## config.mk

```make
export PLATFORM = sky130hd
export DESIGN_NAME = rmpc_top
export DESIGN_NICKNAME = d
export VERILOG_FILES = /design/src/core/rmpc_pkg.sv /design/src/core/rmpc_irq_sense.sv /design/src/core/rmpc_top.sv
export SDC_FILE = /design/constraint.sdc
export NUM_CORES = 1
export LEC_CHECK = 0
export ABC_AREA = 1
export BUFFER_PORTS_ARGS = -buffer_cell sky130_fd_sc_hd__buf_2
export CORE_MARGIN = 2
export CORE_UTILIZATION = 37
export DETAILED_ROUTE_END_ITERATION = 8
export GPL_ROUTABILITY_DRIVEN = 0
export PLACE_DENSITY = 0.74
export SLEW_MARGIN = 30
export SYNTH_ARGS = -nofsm -noshare
export SYNTH_HDL_FRONTEND = slang
export SYNTH_SLANG_ARGS = --single-unit
```

## constraint.sdc

```tcl
create_clock -name clk_sys -period 1.4 [get_ports clk_sys]
set_input_delay 0.21 -clock clk_sys [delete_from_list [all_inputs] [get_ports clk_sys]]
set_output_delay 0.21 -clock clk_sys [all_outputs]
set_load 0.01 [all_outputs]
```

## src/core/rmpc_pkg.sv

```systemverilog
package rmpc_pkg;

  // register bus shape
  localparam int RMPC_AW = 8;
  localparam int RMPC_DW = 32;

  // register offsets
  localparam logic [7:0] RMPC_OFS_SYSCTL = 8'h00;
  localparam logic [7:0] RMPC_OFS_PFDIR = 8'h04;
  localparam logic [7:0] RMPC_OFS_PFDATA = 8'h08;
  localparam logic [7:0] RMPC_OFS_PFIN = 8'h0C;
  localparam logic [7:0] RMPC_OFS_INTERRUPT_MASK_REG = 8'h10;
  localparam logic [7:0] RMPC_OFS_ICNTL = 8'h14;
  localparam logic [7:0] RMPC_OFS_MODE = 8'h18;
  localparam logic [7:0] RMPC_OFS_VECTOR = 8'h1C;
  localparam logic [7:0] RMPC_OFS_EVSTAT = 8'h20;
  localparam logic [7:0] RMPC_OFS_EVCLR = 8'h24;
  localparam logic [7:0] RMPC_OFS_EVEN = 8'h28;

  // system control fields
  localparam int RMPC_SYS_SPBFLAG = 0;
  localparam int RMPC_SYS_GOMODE = 1;
  localparam int RMPC_SYS_FLAGOUT = 2;
  localparam int RMPC_SYS_FLAGIN = 3;

  // strap positions on the flag pins
  localparam int RMPC_STRAP_C = 2;
  localparam int RMPC_NSTRAP = 4;

  // serial port b pin positions
  localparam int RMPC_SPB_DIN = 1;
  localparam int RMPC_SPB_DOUT = 2;
  localparam int RMPC_SPB_RFS = 3;
  localparam int RMPC_SPB_TFS = 4;

  // interrupt sources, highest priority first
  localparam int RMPC_NIRQ = 6;
  localparam int RMPC_IRQ_B = 0;
  localparam int RMPC_IRQ_L1 = 1;
  localparam int RMPC_IRQ_L0 = 2;
  localparam int RMPC_IRQ_E = 3;
  localparam int RMPC_IRQ_S1 = 4;
  localparam int RMPC_IRQ_S0 = 5;
  localparam logic [15:0] RMPC_VEC [RMPC_NIRQ] = '{16'h0004, 16'h0008, 16'h000C, 16'h0018, 16'h0020, 16'h0024};

  // events and reset values
  localparam int RMPC_NEV = 3;
  localparam logic [7:0] RMPC_PFDIR_RST = 8'h00;
  localparam logic [7:0] RMPC_PFDATA_RST = 8'hFF;
  localparam logic [5:0] RMPC_INTERRUPT_MASK_REG_RST = 6'h00;
  localparam logic [2:0] RMPC_ICNTL_RST = 3'h0;
  localparam logic [3:0] RMPC_SYS_RST = 4'h4;

  // core side memory request
  typedef struct packed {
    logic [13:0] addr;
    logic [23:0] data;
    logic dataOe;
    logic byteAcc;
    logic [7:0] byteAddr;
  } rmpc_mem_t;

  // captured operating mode
  typedef struct packed {
    logic hostMode;
    logic [3:0] straps;
  } rmpc_mode_t;

  typedef enum logic {BUS_OWN, BUS_GRANT} rmpc_bus_t;

endpackage

```

## src/core/rmpc_irq_sense.sv

```systemverilog
`timescale 1ns/10ps
module rmpc_irq_sense #(
  parameter int N = 6
) (
  input wire logic clk_sys,
  input wire logic rstn,
  input wire logic [N-1:0] levelN,
  input wire logic [N-1:0] edgeMode,
  input wire logic [N-1:0] ackClr,
  output logic [N-1:0] req
);
  import rmpc_pkg::*;

  logic [N-1:0] prevN_reg;

  // per input level follow or falling edge latch
  genvar i;
  generate
    for (i = 0; i < N; i++) begin : g_src
      wire fallSeen = prevN_reg[i] & ~levelN[i];
      always_ff @(posedge clk_sys or negedge rstn) begin
        if (!rstn) begin
          prevN_reg[i] <= 1'b1;
          req[i] <= 1'b0;
        end else begin
          prevN_reg[i] <= levelN[i];
          if (!edgeMode[i]) begin
            req[i] <= ~levelN[i];
          end else if (fallSeen) begin
            req[i] <= 1'b1; // set wins over ack
          end else if (ackClr[i]) begin
            req[i] <= 1'b0;
          end
        end
      end
    end
  endgenerate

endmodule // rmpc_irq_sense

```

## src/core/rmpc_top.sv

```systemverilog
// Design decisions made here: the placing of the registers and the plain strobed port.
`timescale 1ns/10ps
module rmpc_top (
  input wire logic clk_sys,
  input wire logic rstn,
  input wire logic [rmpc_pkg::RMPC_AW-1:0] busAddr,
  input wire logic [rmpc_pkg::RMPC_DW-1:0] busWdata,
  input wire logic busWe,
  input wire logic busRe,
  output logic [rmpc_pkg::RMPC_DW-1:0] busRdata,
  input wire logic [7:0] progFlagIn,
  output logic [7:0] progFlagOut,
  output logic [7:0] progFlagOe,
  input wire logic [4:0] spbPinIn,
  output logic [4:0] spbPinOut,
  output logic [4:0] spbPinOe,
  input wire logic [4:0] spCoreOut,
  input wire logic [4:0] spCoreOe,
  output logic [4:0] spCoreIn,
  input wire rmpc_pkg::rmpc_mem_t coreMem,
  input wire logic coreBusIdle,
  input wire logic coreExtReq,
  input wire logic coreIrqAck,
  output logic coreHalt,
  output logic [13:0] extAddrOut,
  output logic [13:0] extAddrOe,
  output logic [23:0] extDataOut,
  output logic [23:0] extDataOe,
  output logic byteMemDmaEn,
  output logic hostDmaEn,
  output logic fullMemMode,
  input wire logic busRequestN,
  output logic busGrantN,
  output logic busGrantHungN,
  output logic vecValid,
  output logic [15:0] vecAddr,
  output logic irqOut
);
  import rmpc_pkg::*;

  logic capturedReg;
  rmpc_mode_t mode_reg;
  logic [3:0] sysctl_reg;
  logic [7:0] pfDir_reg;
  logic [7:0] pfData_reg;
  logic [5:0] interrupt_mask_reg_reg;
  logic [2:0] icntl_reg;
  logic [2:0] evStat_reg;
  logic [2:0] evEn_reg;
  logic [2:0] vecIdx_reg;
  rmpc_bus_t busState_reg;
  rmpc_bus_t busState_next;
  logic [5:0] irqReq;
  logic [31:0] rdata_next;

  // register decode
  wire wrSys = busWe && busAddr == RMPC_OFS_SYSCTL;
  wire wrDir = busWe && busAddr == RMPC_OFS_PFDIR;
  wire wrData = busWe && busAddr == RMPC_OFS_PFDATA;
  wire wrMask = busWe && busAddr == RMPC_OFS_INTERRUPT_MASK_REG;
  wire wrCntl = busWe && busAddr == RMPC_OFS_ICNTL;
  wire wrClr = busWe && busAddr == RMPC_OFS_EVCLR;
  wire wrEn = busWe && busAddr == RMPC_OFS_EVEN;
  wire spbFlag = sysctl_reg[RMPC_SYS_SPBFLAG];
  wire goMode = sysctl_reg[RMPC_SYS_GOMODE];

  // pin level as seen by the interrupt logic, own drive included
  wire [7:0] pfLevel = (pfDir_reg & pfData_reg) | (~pfDir_reg & progFlagIn);

  // source order follows priority, serial sources only in flag role
  wire [5:0] irqLevelN = {spbFlag ? spbPinIn[RMPC_SPB_RFS] : 1'b1,
                          spbFlag ? spbPinIn[RMPC_SPB_TFS] : 1'b1,
                          pfLevel[4], pfLevel[5], pfLevel[6], pfLevel[7]};
  wire [5:0] edgeMode = {icntl_reg[1], icntl_reg[2], 1'b1, 1'b0, 1'b0, icntl_reg[0]};
  wire [5:0] ackOneHot = coreIrqAck ? 6'(6'h01 << vecIdx_reg) : 6'h00;
  wire [5:0] irqMasked = irqReq & interrupt_mask_reg_reg;

  // interrupt sources, flag pins 7:4 always feed both functions, serial port b pins 4:1 one role at a time except data in, which always feeds the flag in bit
  rmpc_irq_sense #(.N(RMPC_NIRQ)) u_sense (
    .clk_sys(clk_sys),
    .rstn(rstn),
    .levelN(irqLevelN),
    .edgeMode(edgeMode),
    .ackClr(ackOneHot),
    .req(irqReq)
  );

  // highest priority unmasked source
  logic [2:0] pickIdx;
  logic pickAny;
  always_comb begin
    pickIdx = 3'h0;
    pickAny = 1'b0;
    for (int k = RMPC_NIRQ - 1; k >= 0; k--) begin
      if (irqMasked[k]) begin
        pickIdx = 3'(k);
        pickAny = 1'b1;
      end
    end
  end

  // vector output
  always_ff @(posedge clk_sys or negedge rstn) begin
    if (!rstn) begin
      vecValid <= 1'b0;
      vecAddr <= 16'h0000;
      vecIdx_reg <= 3'h0;
    end else begin
      vecValid <= pickAny;
      vecAddr <= pickAny ? RMPC_VEC[pickIdx] : 16'h0000;
      vecIdx_reg <= pickIdx;
    end
  end

  // strap capture on the first edge after reset release
  always_ff @(posedge clk_sys or negedge rstn) begin
    if (!rstn) begin
      capturedReg <= 1'b0;
      mode_reg <= '0;
    end else if (!capturedReg) begin
      capturedReg <= 1'b1;
      mode_reg.straps <= progFlagIn[RMPC_NSTRAP-1:0];
      mode_reg.hostMode <= progFlagIn[RMPC_STRAP_C];
    end
  end

  // mode decode, fixed until next reset
  always_ff @(posedge clk_sys or negedge rstn) begin
    if (!rstn) begin
      fullMemMode <= 1'b0;
      byteMemDmaEn <= 1'b0;
      hostDmaEn <= 1'b0;
    end else begin
      fullMemMode <= capturedReg && !mode_reg.hostMode;
      byteMemDmaEn <= capturedReg && !mode_reg.hostMode;
      hostDmaEn <= capturedReg && mode_reg.hostMode;
    end
  end

  // software registers
  always_ff @(posedge clk_sys or negedge rstn) begin
    if (!rstn) begin
      sysctl_reg <= RMPC_SYS_RST;
      pfDir_reg <= RMPC_PFDIR_RST;
      pfData_reg <= RMPC_PFDATA_RST;
      interrupt_mask_reg_reg <= RMPC_INTERRUPT_MASK_REG_RST;
      icntl_reg <= RMPC_ICNTL_RST;
      evEn_reg <= '0;
    end else begin
      if (wrSys) sysctl_reg[2:0] <= busWdata[2:0];
      sysctl_reg[RMPC_SYS_FLAGIN] <= spbPinIn[RMPC_SPB_DIN];
      if (wrDir && capturedReg) pfDir_reg <= busWdata[7:0];
      if (wrData) pfData_reg <= busWdata[7:0];
      if (wrMask) interrupt_mask_reg_reg <= busWdata[5:0];
      if (wrCntl) icntl_reg <= busWdata[2:0];
      if (wrEn) evEn_reg <= busWdata[2:0];
    end
  end

  // flag pin drive
  always_ff @(posedge clk_sys or negedge rstn) begin
    if (!rstn) begin
      progFlagOut <= RMPC_PFDATA_RST;
      progFlagOe <= RMPC_PFDIR_RST;
    end else begin
      progFlagOut <= pfData_reg;
      progFlagOe <= pfDir_reg;
    end
  end

  // serial port b pin role, reconfigurable while running
  wire [4:0] roleMask = spbFlag ? 5'h1E : 5'h00;
  wire [4:0] flagOe = 5'(1) << RMPC_SPB_DOUT;
  wire [4:0] flagOut = 5'(sysctl_reg[RMPC_SYS_FLAGOUT]) << RMPC_SPB_DOUT;
  always_ff @(posedge clk_sys or negedge rstn) begin
    if (!rstn) begin
      spbPinOut <= 5'h00;
      spbPinOe <= 5'h00;
      spCoreIn <= 5'h1F;
    end else begin
      spbPinOut <= (spCoreOut & ~roleMask) | (flagOut & roleMask);
      spbPinOe <= (spCoreOe & ~roleMask) | (flagOe & roleMask);
      spCoreIn <= spbPinIn | roleMask;
    end
  end

  // bus request and grant
  always_comb begin
    busState_next = busState_reg;
    case (busState_reg)
      BUS_OWN: if (!busRequestN && coreBusIdle && capturedReg) busState_next = BUS_GRANT;
      BUS_GRANT: if (busRequestN) busState_next = BUS_OWN;
      default: busState_next = BUS_OWN;
    endcase
  end

  wire grantNext = busState_next == BUS_GRANT;
  always_ff @(posedge clk_sys or negedge rstn) begin
    if (!rstn) begin
      busState_reg <= BUS_OWN;
      busGrantN <= 1'b1;
      busGrantHungN <= 1'b1;
      coreHalt <= 1'b0;
    end else begin
      busState_reg <= busState_next;
      busGrantN <= !grantNext;
      busGrantHungN <= !(grantNext && goMode && coreExtReq);
      coreHalt <= grantNext && !goMode;
    end
  end

  // external bus drive, released while granted
  wire driveBus = capturedReg && busState_next == BUS_OWN;
  wire fullDrive = driveBus && !mode_reg.hostMode;
  wire hiByte = coreMem.byteAcc;
  wire [13:0] addrOeNext = fullDrive ? 14'h3FFF : (driveBus ? 14'h0001 : 14'h0000);
  wire [23:0] dataHi = {hiByte ? coreMem.byteAddr : coreMem.data[23:16], coreMem.data[15:0]};
  wire [15:0] hiOe = (driveBus && (coreMem.dataOe || (hiByte && fullDrive))) ? 16'hFFFF : 16'h0000;
  wire [7:0] loOe = (fullDrive && coreMem.dataOe) ? 8'hFF : 8'h00;
  always_ff @(posedge clk_sys or negedge rstn) begin
    if (!rstn) begin
      extAddrOut <= 14'h0000;
      extAddrOe <= 14'h0000;
      extDataOut <= 24'h000000;
      extDataOe <= 24'h000000;
    end else begin
      extAddrOut <= coreMem.addr & addrOeNext;
      extAddrOe <= addrOeNext;
      extDataOut <= dataHi;
      extDataOe <= {hiOe, loOe};
    end
  end

  // event status, set wins over clear
  wire [2:0] evSet = {coreIrqAck, grantNext && goMode && coreExtReq,
                      grantNext && busState_reg == BUS_OWN};
  wire [2:0] evClr = wrClr ? busWdata[2:0] : 3'h0;
  always_ff @(posedge clk_sys or negedge rstn) begin
    if (!rstn) begin
      evStat_reg <= '0;
      irqOut <= 1'b0;
    end else begin
      evStat_reg <= (evStat_reg & ~evClr) | evSet;
      irqOut <= |(((evStat_reg & ~evClr) | evSet) & evEn_reg);
    end
  end

  // read mux, data stand one cycle after the strobe
  always_comb begin
    rdata_next = 32'h00000000;
    case (busAddr)
      RMPC_OFS_SYSCTL: rdata_next = {28'h0000000, sysctl_reg};
      RMPC_OFS_PFDIR: rdata_next = {24'h000000, pfDir_reg};
      RMPC_OFS_PFDATA: rdata_next = {24'h000000, pfData_reg};
      RMPC_OFS_PFIN: rdata_next = {24'h000000, pfLevel};
      RMPC_OFS_INTERRUPT_MASK_REG: rdata_next = {26'h0000000, interrupt_mask_reg_reg};
      RMPC_OFS_ICNTL: rdata_next = {29'h00000000, icntl_reg};
      RMPC_OFS_MODE: rdata_next = {26'h0000000, capturedReg, mode_reg};
      RMPC_OFS_VECTOR: rdata_next = {7'h00, vecValid, 2'h0, irqReq, vecAddr};
      RMPC_OFS_EVSTAT: rdata_next = {29'h00000000, evStat_reg};
      RMPC_OFS_EVEN: rdata_next = {29'h00000000, evEn_reg};
      default: rdata_next = 32'h00000000;
    endcase
  end

  always_ff @(posedge clk_sys or negedge rstn) begin
    if (!rstn) begin
      busRdata <= 32'h00000000;
    end else begin
      busRdata <= busRe ? rdata_next : 32'h00000000;
    end
  end
endmodule // rmpc_top

```

# After elaboration in Yosys (flattened, before gate mapping)
# Memory sizes are Yosys's and may differ from the RTL's.
# Cells that the tools add are included.
dict set report totals {
  mem_count 1
  romBits 128
  regBits 217
  input_bits 119
}
# name depth width rd rd_clocked_by_memory_dff write_ports line_no
set memory_table {}
lappend memory_table {{(no name shown)} 8 16 1 0 0 rmpc_top.sv:110} ;# vecAddr <= pickAny ? RMPC_VEC[pickIdx] : 16'h0000;
dict set report op_classes {
  n_bitwise 30
  magnitude_cmp 1
  reduce_logical 30
  n_eq_ne 13
  shift 1
  n_mux 41
}
# operator n
set op_table {}
lappend op_table {{$pmux W25 S10} 1}
lappend op_table {{$mux W16} 4}
lappend op_table {{$eq A8 B5 Y1 const B} 4}
lappend op_table {{$mux W32} 1}
lappend op_table {{$eq A8 B6 Y1 const B} 3}
lappend op_table {{$mux W1} 22}
lappend op_table {{$logic_and A1 B1 Y1} 21}
lappend op_table {{$mux W3} 7}
lappend op_table {{$and A8 B8 Y8} 2}
lappend op_table {{$eq A8 B4 Y1 const B} 2}
lappend op_table {{$mux W8} 2}
lappend op_table {{$and A14 B14 Y14} 1}
lappend op_table {{$mux W14} 1}
lappend op_table {{$and A5 B5 Y5} 2}
lappend op_table {{$or A5 B5 Y5} 2}
lappend op_table {{$ne A3 B1 Y1 const B} 3}
lappend op_table {{$eq A8 B3 Y1 const B} 1}
lappend op_table {{$logic_not A8 Y1} 1}
lappend op_table {{$not A1 Y1} 8}
lappend op_table {{$not A8 Y8} 1}
lappend op_table {{$or A8 B8 Y8} 1}
lappend op_table {{$and A3 B3 Y3} 2}
lappend op_table {{$and A6 B6 Y6} 1}
lappend op_table {{$mux W6} 1}
lappend op_table {{15 further kinds} 22}

# Longest topological paths before layout
dict set report logic_depth {
  word_depth 12
  ltp_mapped 10
}

# Hierarchy
# From an unflattened synthesis, not the netlist that was laid out.
dict set report unflattened {
  cells_unflattened 680
  hier_area_um2 6475.0
}
# mod seq_area_each_um2 area_each_um2 cells_each instances
set by_module_without_submodules {}
lappend by_module_without_submodules {rmpc_top 3608.5 6002.0 626 1}
lappend by_module_without_submodules {rmpc_irq_sense 307.8 473.0 54 1}

# Worst setup path before layout
# No wires, ideal clock.
dict set report synth_path {
  kind {reg-to-reg}
  from {register capturedReg}
  to {register extAddrOut[10]}
  n_path_buf 2
  period_less_slack_ps 1222
  t_required_ps 1284
  stages_incl_launch_ff 10
  arrival_time_ps 1106
  slack_ps 178
  cell_sequence {dfrtp_1 buf_4 nand2_2 a21oi_4 nor2_4 inv_2 nor2_4 inv_2 buf_4 nor2_1}
}
dict set report synth_via {
  elab_chain_cells 8
}
# element line_no
set synth_rtl {}
lappend synth_rtl {{from (decl)} rmpc_top.sv:41} ;# logic capturedReg;
lappend synth_rtl {{from (signal assigned)} rmpc_top.sv:118} ;# capturedReg <= 1'b0;
lappend synth_rtl {{from (signal assigned)} rmpc_top.sv:121} ;# capturedReg <= 1'b1;
lappend synth_rtl {{$logic_and A1 B1 Y1} rmpc_top.sv:191} ;# BUS_OWN: if (!busRequestN && coreBusIdle && capturedReg) busState_next = BUS_GRANT;
lappend synth_rtl {{$mux W1} rmpc_top.sv:191}
lappend synth_rtl {{$pmux W1 S2} rmpc_top.sv:190} ;# case (busState_reg)
lappend synth_rtl {{via busState_next} rmpc_top.sv:52} ;# rmpc_bus_t busState_next;
lappend synth_rtl {{$not A1 Y1} rmpc_top.sv:213} ;# wire driveBus = capturedReg && busState_next == BUS_OWN;
lappend synth_rtl {{$logic_and A1 B1 Y1} rmpc_top.sv:213}
lappend synth_rtl {{$logic_and A1 B1 Y1} rmpc_top.sv:214} ;# wire fullDrive = driveBus && !mode_reg.hostMode;
lappend synth_rtl {{$mux W14} rmpc_top.sv:216} ;# wire [13:0] addrOeNext = fullDrive ? 14'h3FFF : (driveBus ? 14'h0001 : 14'h0000);
lappend synth_rtl {{via addrOeNext[10]} rmpc_top.sv:216}
lappend synth_rtl {{$and A14 B14 Y14} rmpc_top.sv:227} ;# extAddrOut <= coreMem.addr & addrOeNext;
lappend synth_rtl {{to (signal assigned)} rmpc_top.sv:227}
lappend synth_rtl {{to (decl)} rmpc_top.sv:25} ;# output logic [13:0] extAddrOut,
# The timed path passes the listed nets, and every way through them passes these cells.
# A chain may end at the register's enable or synchronous reset.

==> results.tsv <==
metric	value	unit
status	complete, no violations	
hp-start	coreMem[7]	
dp_cells	1075	
clock_path_buffers	2	
fp.dieW	135	microns
crit_buf_inv	1	
cts_tree	done	
multi_input_area	0.00177	sq mm
wl_per_cell	13.4	microns
leakage	4.76	nW
min_period_over_period	0.925	
core_region_area	0.0171	sq mm
ys_ff_latch	153	
clockRootBuffer	clkbuf_16	
timing_worst_setup_path_type	reg2out	
cap_violations	0	
wl	15500	microns
io_buffer_count	228	
path_cells	buf_2	
yosys.cell_types.count	33	
crit_path_top_delay_cell	dfrtp_2	
period_needed	1300	ps
crit_start	extDataOe[22]	
drive_gt1_frac	0.404	
layout_commonest_cell	buf_2	
hold_path.class	in2reg	
syn_area	0.00638	sq mm
postSynthCellCount	638	
largest_registers	extDataOut x24, busRdata x15, extAddrOut x14	
die_height	135	microns
skew	5.52	ps
grt_pass1_wl	24600	microns
final_cell_mix	buf_2 (227), nand2_1 (137), dfrtp_1 (124), inv_1 (79), dlygate4sd3_1 (48)	
cts_made_buffers	17	
largest_register	extDataOut	
syn_area_per_cell	10.0	sq um
fillCellCount	1537	
synth_area_leaders	dfrtp_1 (49%), dfstp_2 (12%), nand2_1 (8.1%)	
irDropWorstVdd	0.840	mV
cp_max_fo	16	
post-cts-setup-buffers	0	
grt_overflow_total	0	
areaGrowthSynthToFinish	36.9	%
grt_max_degree	44	
clock_latency	420	ps
powerDensity	1190	mW/mm^2
via_count	5009	
crit_path_end_kind	output port	
dp_hpwl	11700	microns
ant_nets	0	
yosysWarnings	0	
rows	48	
arrival	1090	ps
grt_pass1_vias	4996	
synth_seq_area_share	0.606	
drc_errors	0	
fmax	772	MHz
dr.pass1.iters	4	
htreeDepth	4	
required	1190	ps
finalSetupViolCount	0	
initialDrtViolationCount	275	
drv_slew	0	
gr-usage-all-layers	0.176	
grt_antenna_before_repair	1	
layout.nets	1036	
register_area	0.00386	sq mm
synth_area_leader_cell	dfrtp_1	
clk_pin_slew_worst_paths	60	ps
cpPeakStageDelay	490	ps
initial_utilization	0.374	
finalSetupTns	0	ps
yosys.area.top_type_share	0.490	
drt-vias-per-instance	4.33	
io_pins	282	
clock-sinks	153	
largest_reg_flops	24	
die_area	0.0183	sq mm
layout.cells.non_filler	1156	
cp-start-kind	flop	
reg2reg_from	u_sense.req[0]	
cp_top_family	flip-flops	
finalHoldViolations	0	
[cells in the mapped netlist (all sizes together)]
cell and count:
nand4 1, dfstp 28, nor4 1, dfrtp 125
or2 5, o22ai 1, nand3 45, a21boi 1
o21ai 44, nor2 60, inv 84, a21oi 5
nand2 144, o31ai 1, clkbuf 3, mux2i 1
conb 2, o211ai 2, buf 70, mux2 9
nor3 6
[routing by layer]
| layer | GRT usage | wire length [microns] |
|---|---|---|
| met2 | 0.314 | 7960 |
| met4 | 0.0573 | 245 |
| met3 | 0.0625 | 1430 |
| met1 | 0.196 | 5870 |
| met5 | 0 | 0 |
[kinds of logic after synthesis]
group / Yosys count / share of synthesized area
flip-flops: 153 / 0.606
AND/OR/NAND/NOR: 262 / 0.188
buffers and inverters: 157 / 0.134
other: 2 / 0.00118
AO/OA/AOI/OAI: 54 / 0.0535
multiplexers: 10 / 0.0175
[worst paths after layout]
path / end / slack [ps] / depth (start not counted)
worst max-delay path: extDataOe[9] / 100 / 1
worst max register to register: vecAddr[2] / 130 / 8
min in group asynchronous: busRdata[6] / 210 / 2
worst min register to register: progFlagOut[4] / 390 / 0
worst min-delay path: extDataOut[23] / 20 / 2
max in group asynchronous: sysctl_reg[2] / 610 / 3
[timing repair]
action,CTS,global route
endpoints found under the hold margin,178,0
endpoints found under the setup margin,16,2
gates resized for setup,1,2
hold buffers,48,0
[layout make-up]
| class | count | area share |
|---|---|---|
| multi-input combinational | 356 | 0.202 |
| clock buffer | 20 | 0.0534 |
| sequential | 153 | 0.443 |
| tap | 225 | 0.0322 |
| inverter | 84 | 0.0361 |
| clock inverter | 12 | 0.0159 |
| antenna | 1 | 0.000287 |
| timing repair buffer | 305 | 0.217 |
[where the power goes]
group	leakage, nW	switching, mW	internal [mW]
clock	0.286	1.82	2.78
combinational	2.57	0.600	0.465
sequential	1.90	0.116	4.65
[through the flow]
stage	hold slack, ps	power (mW)	area (sq um)	utilization	setup slack, ps
finish	19.7	10.4	8730	0.512	104
global route	6.20	10.9	8730	0.512	-1.54
CTS	0.0811	10.6	8730	0.512	36.9
floorplan	-85.6	5.40	6480	-	178
detailed placement	82.1	5.82	7640	0.448	-12.0
global placement	80.2	5.79	7640	0.448	18.6
No activity file was read; power rests on OpenSTA's default activity.
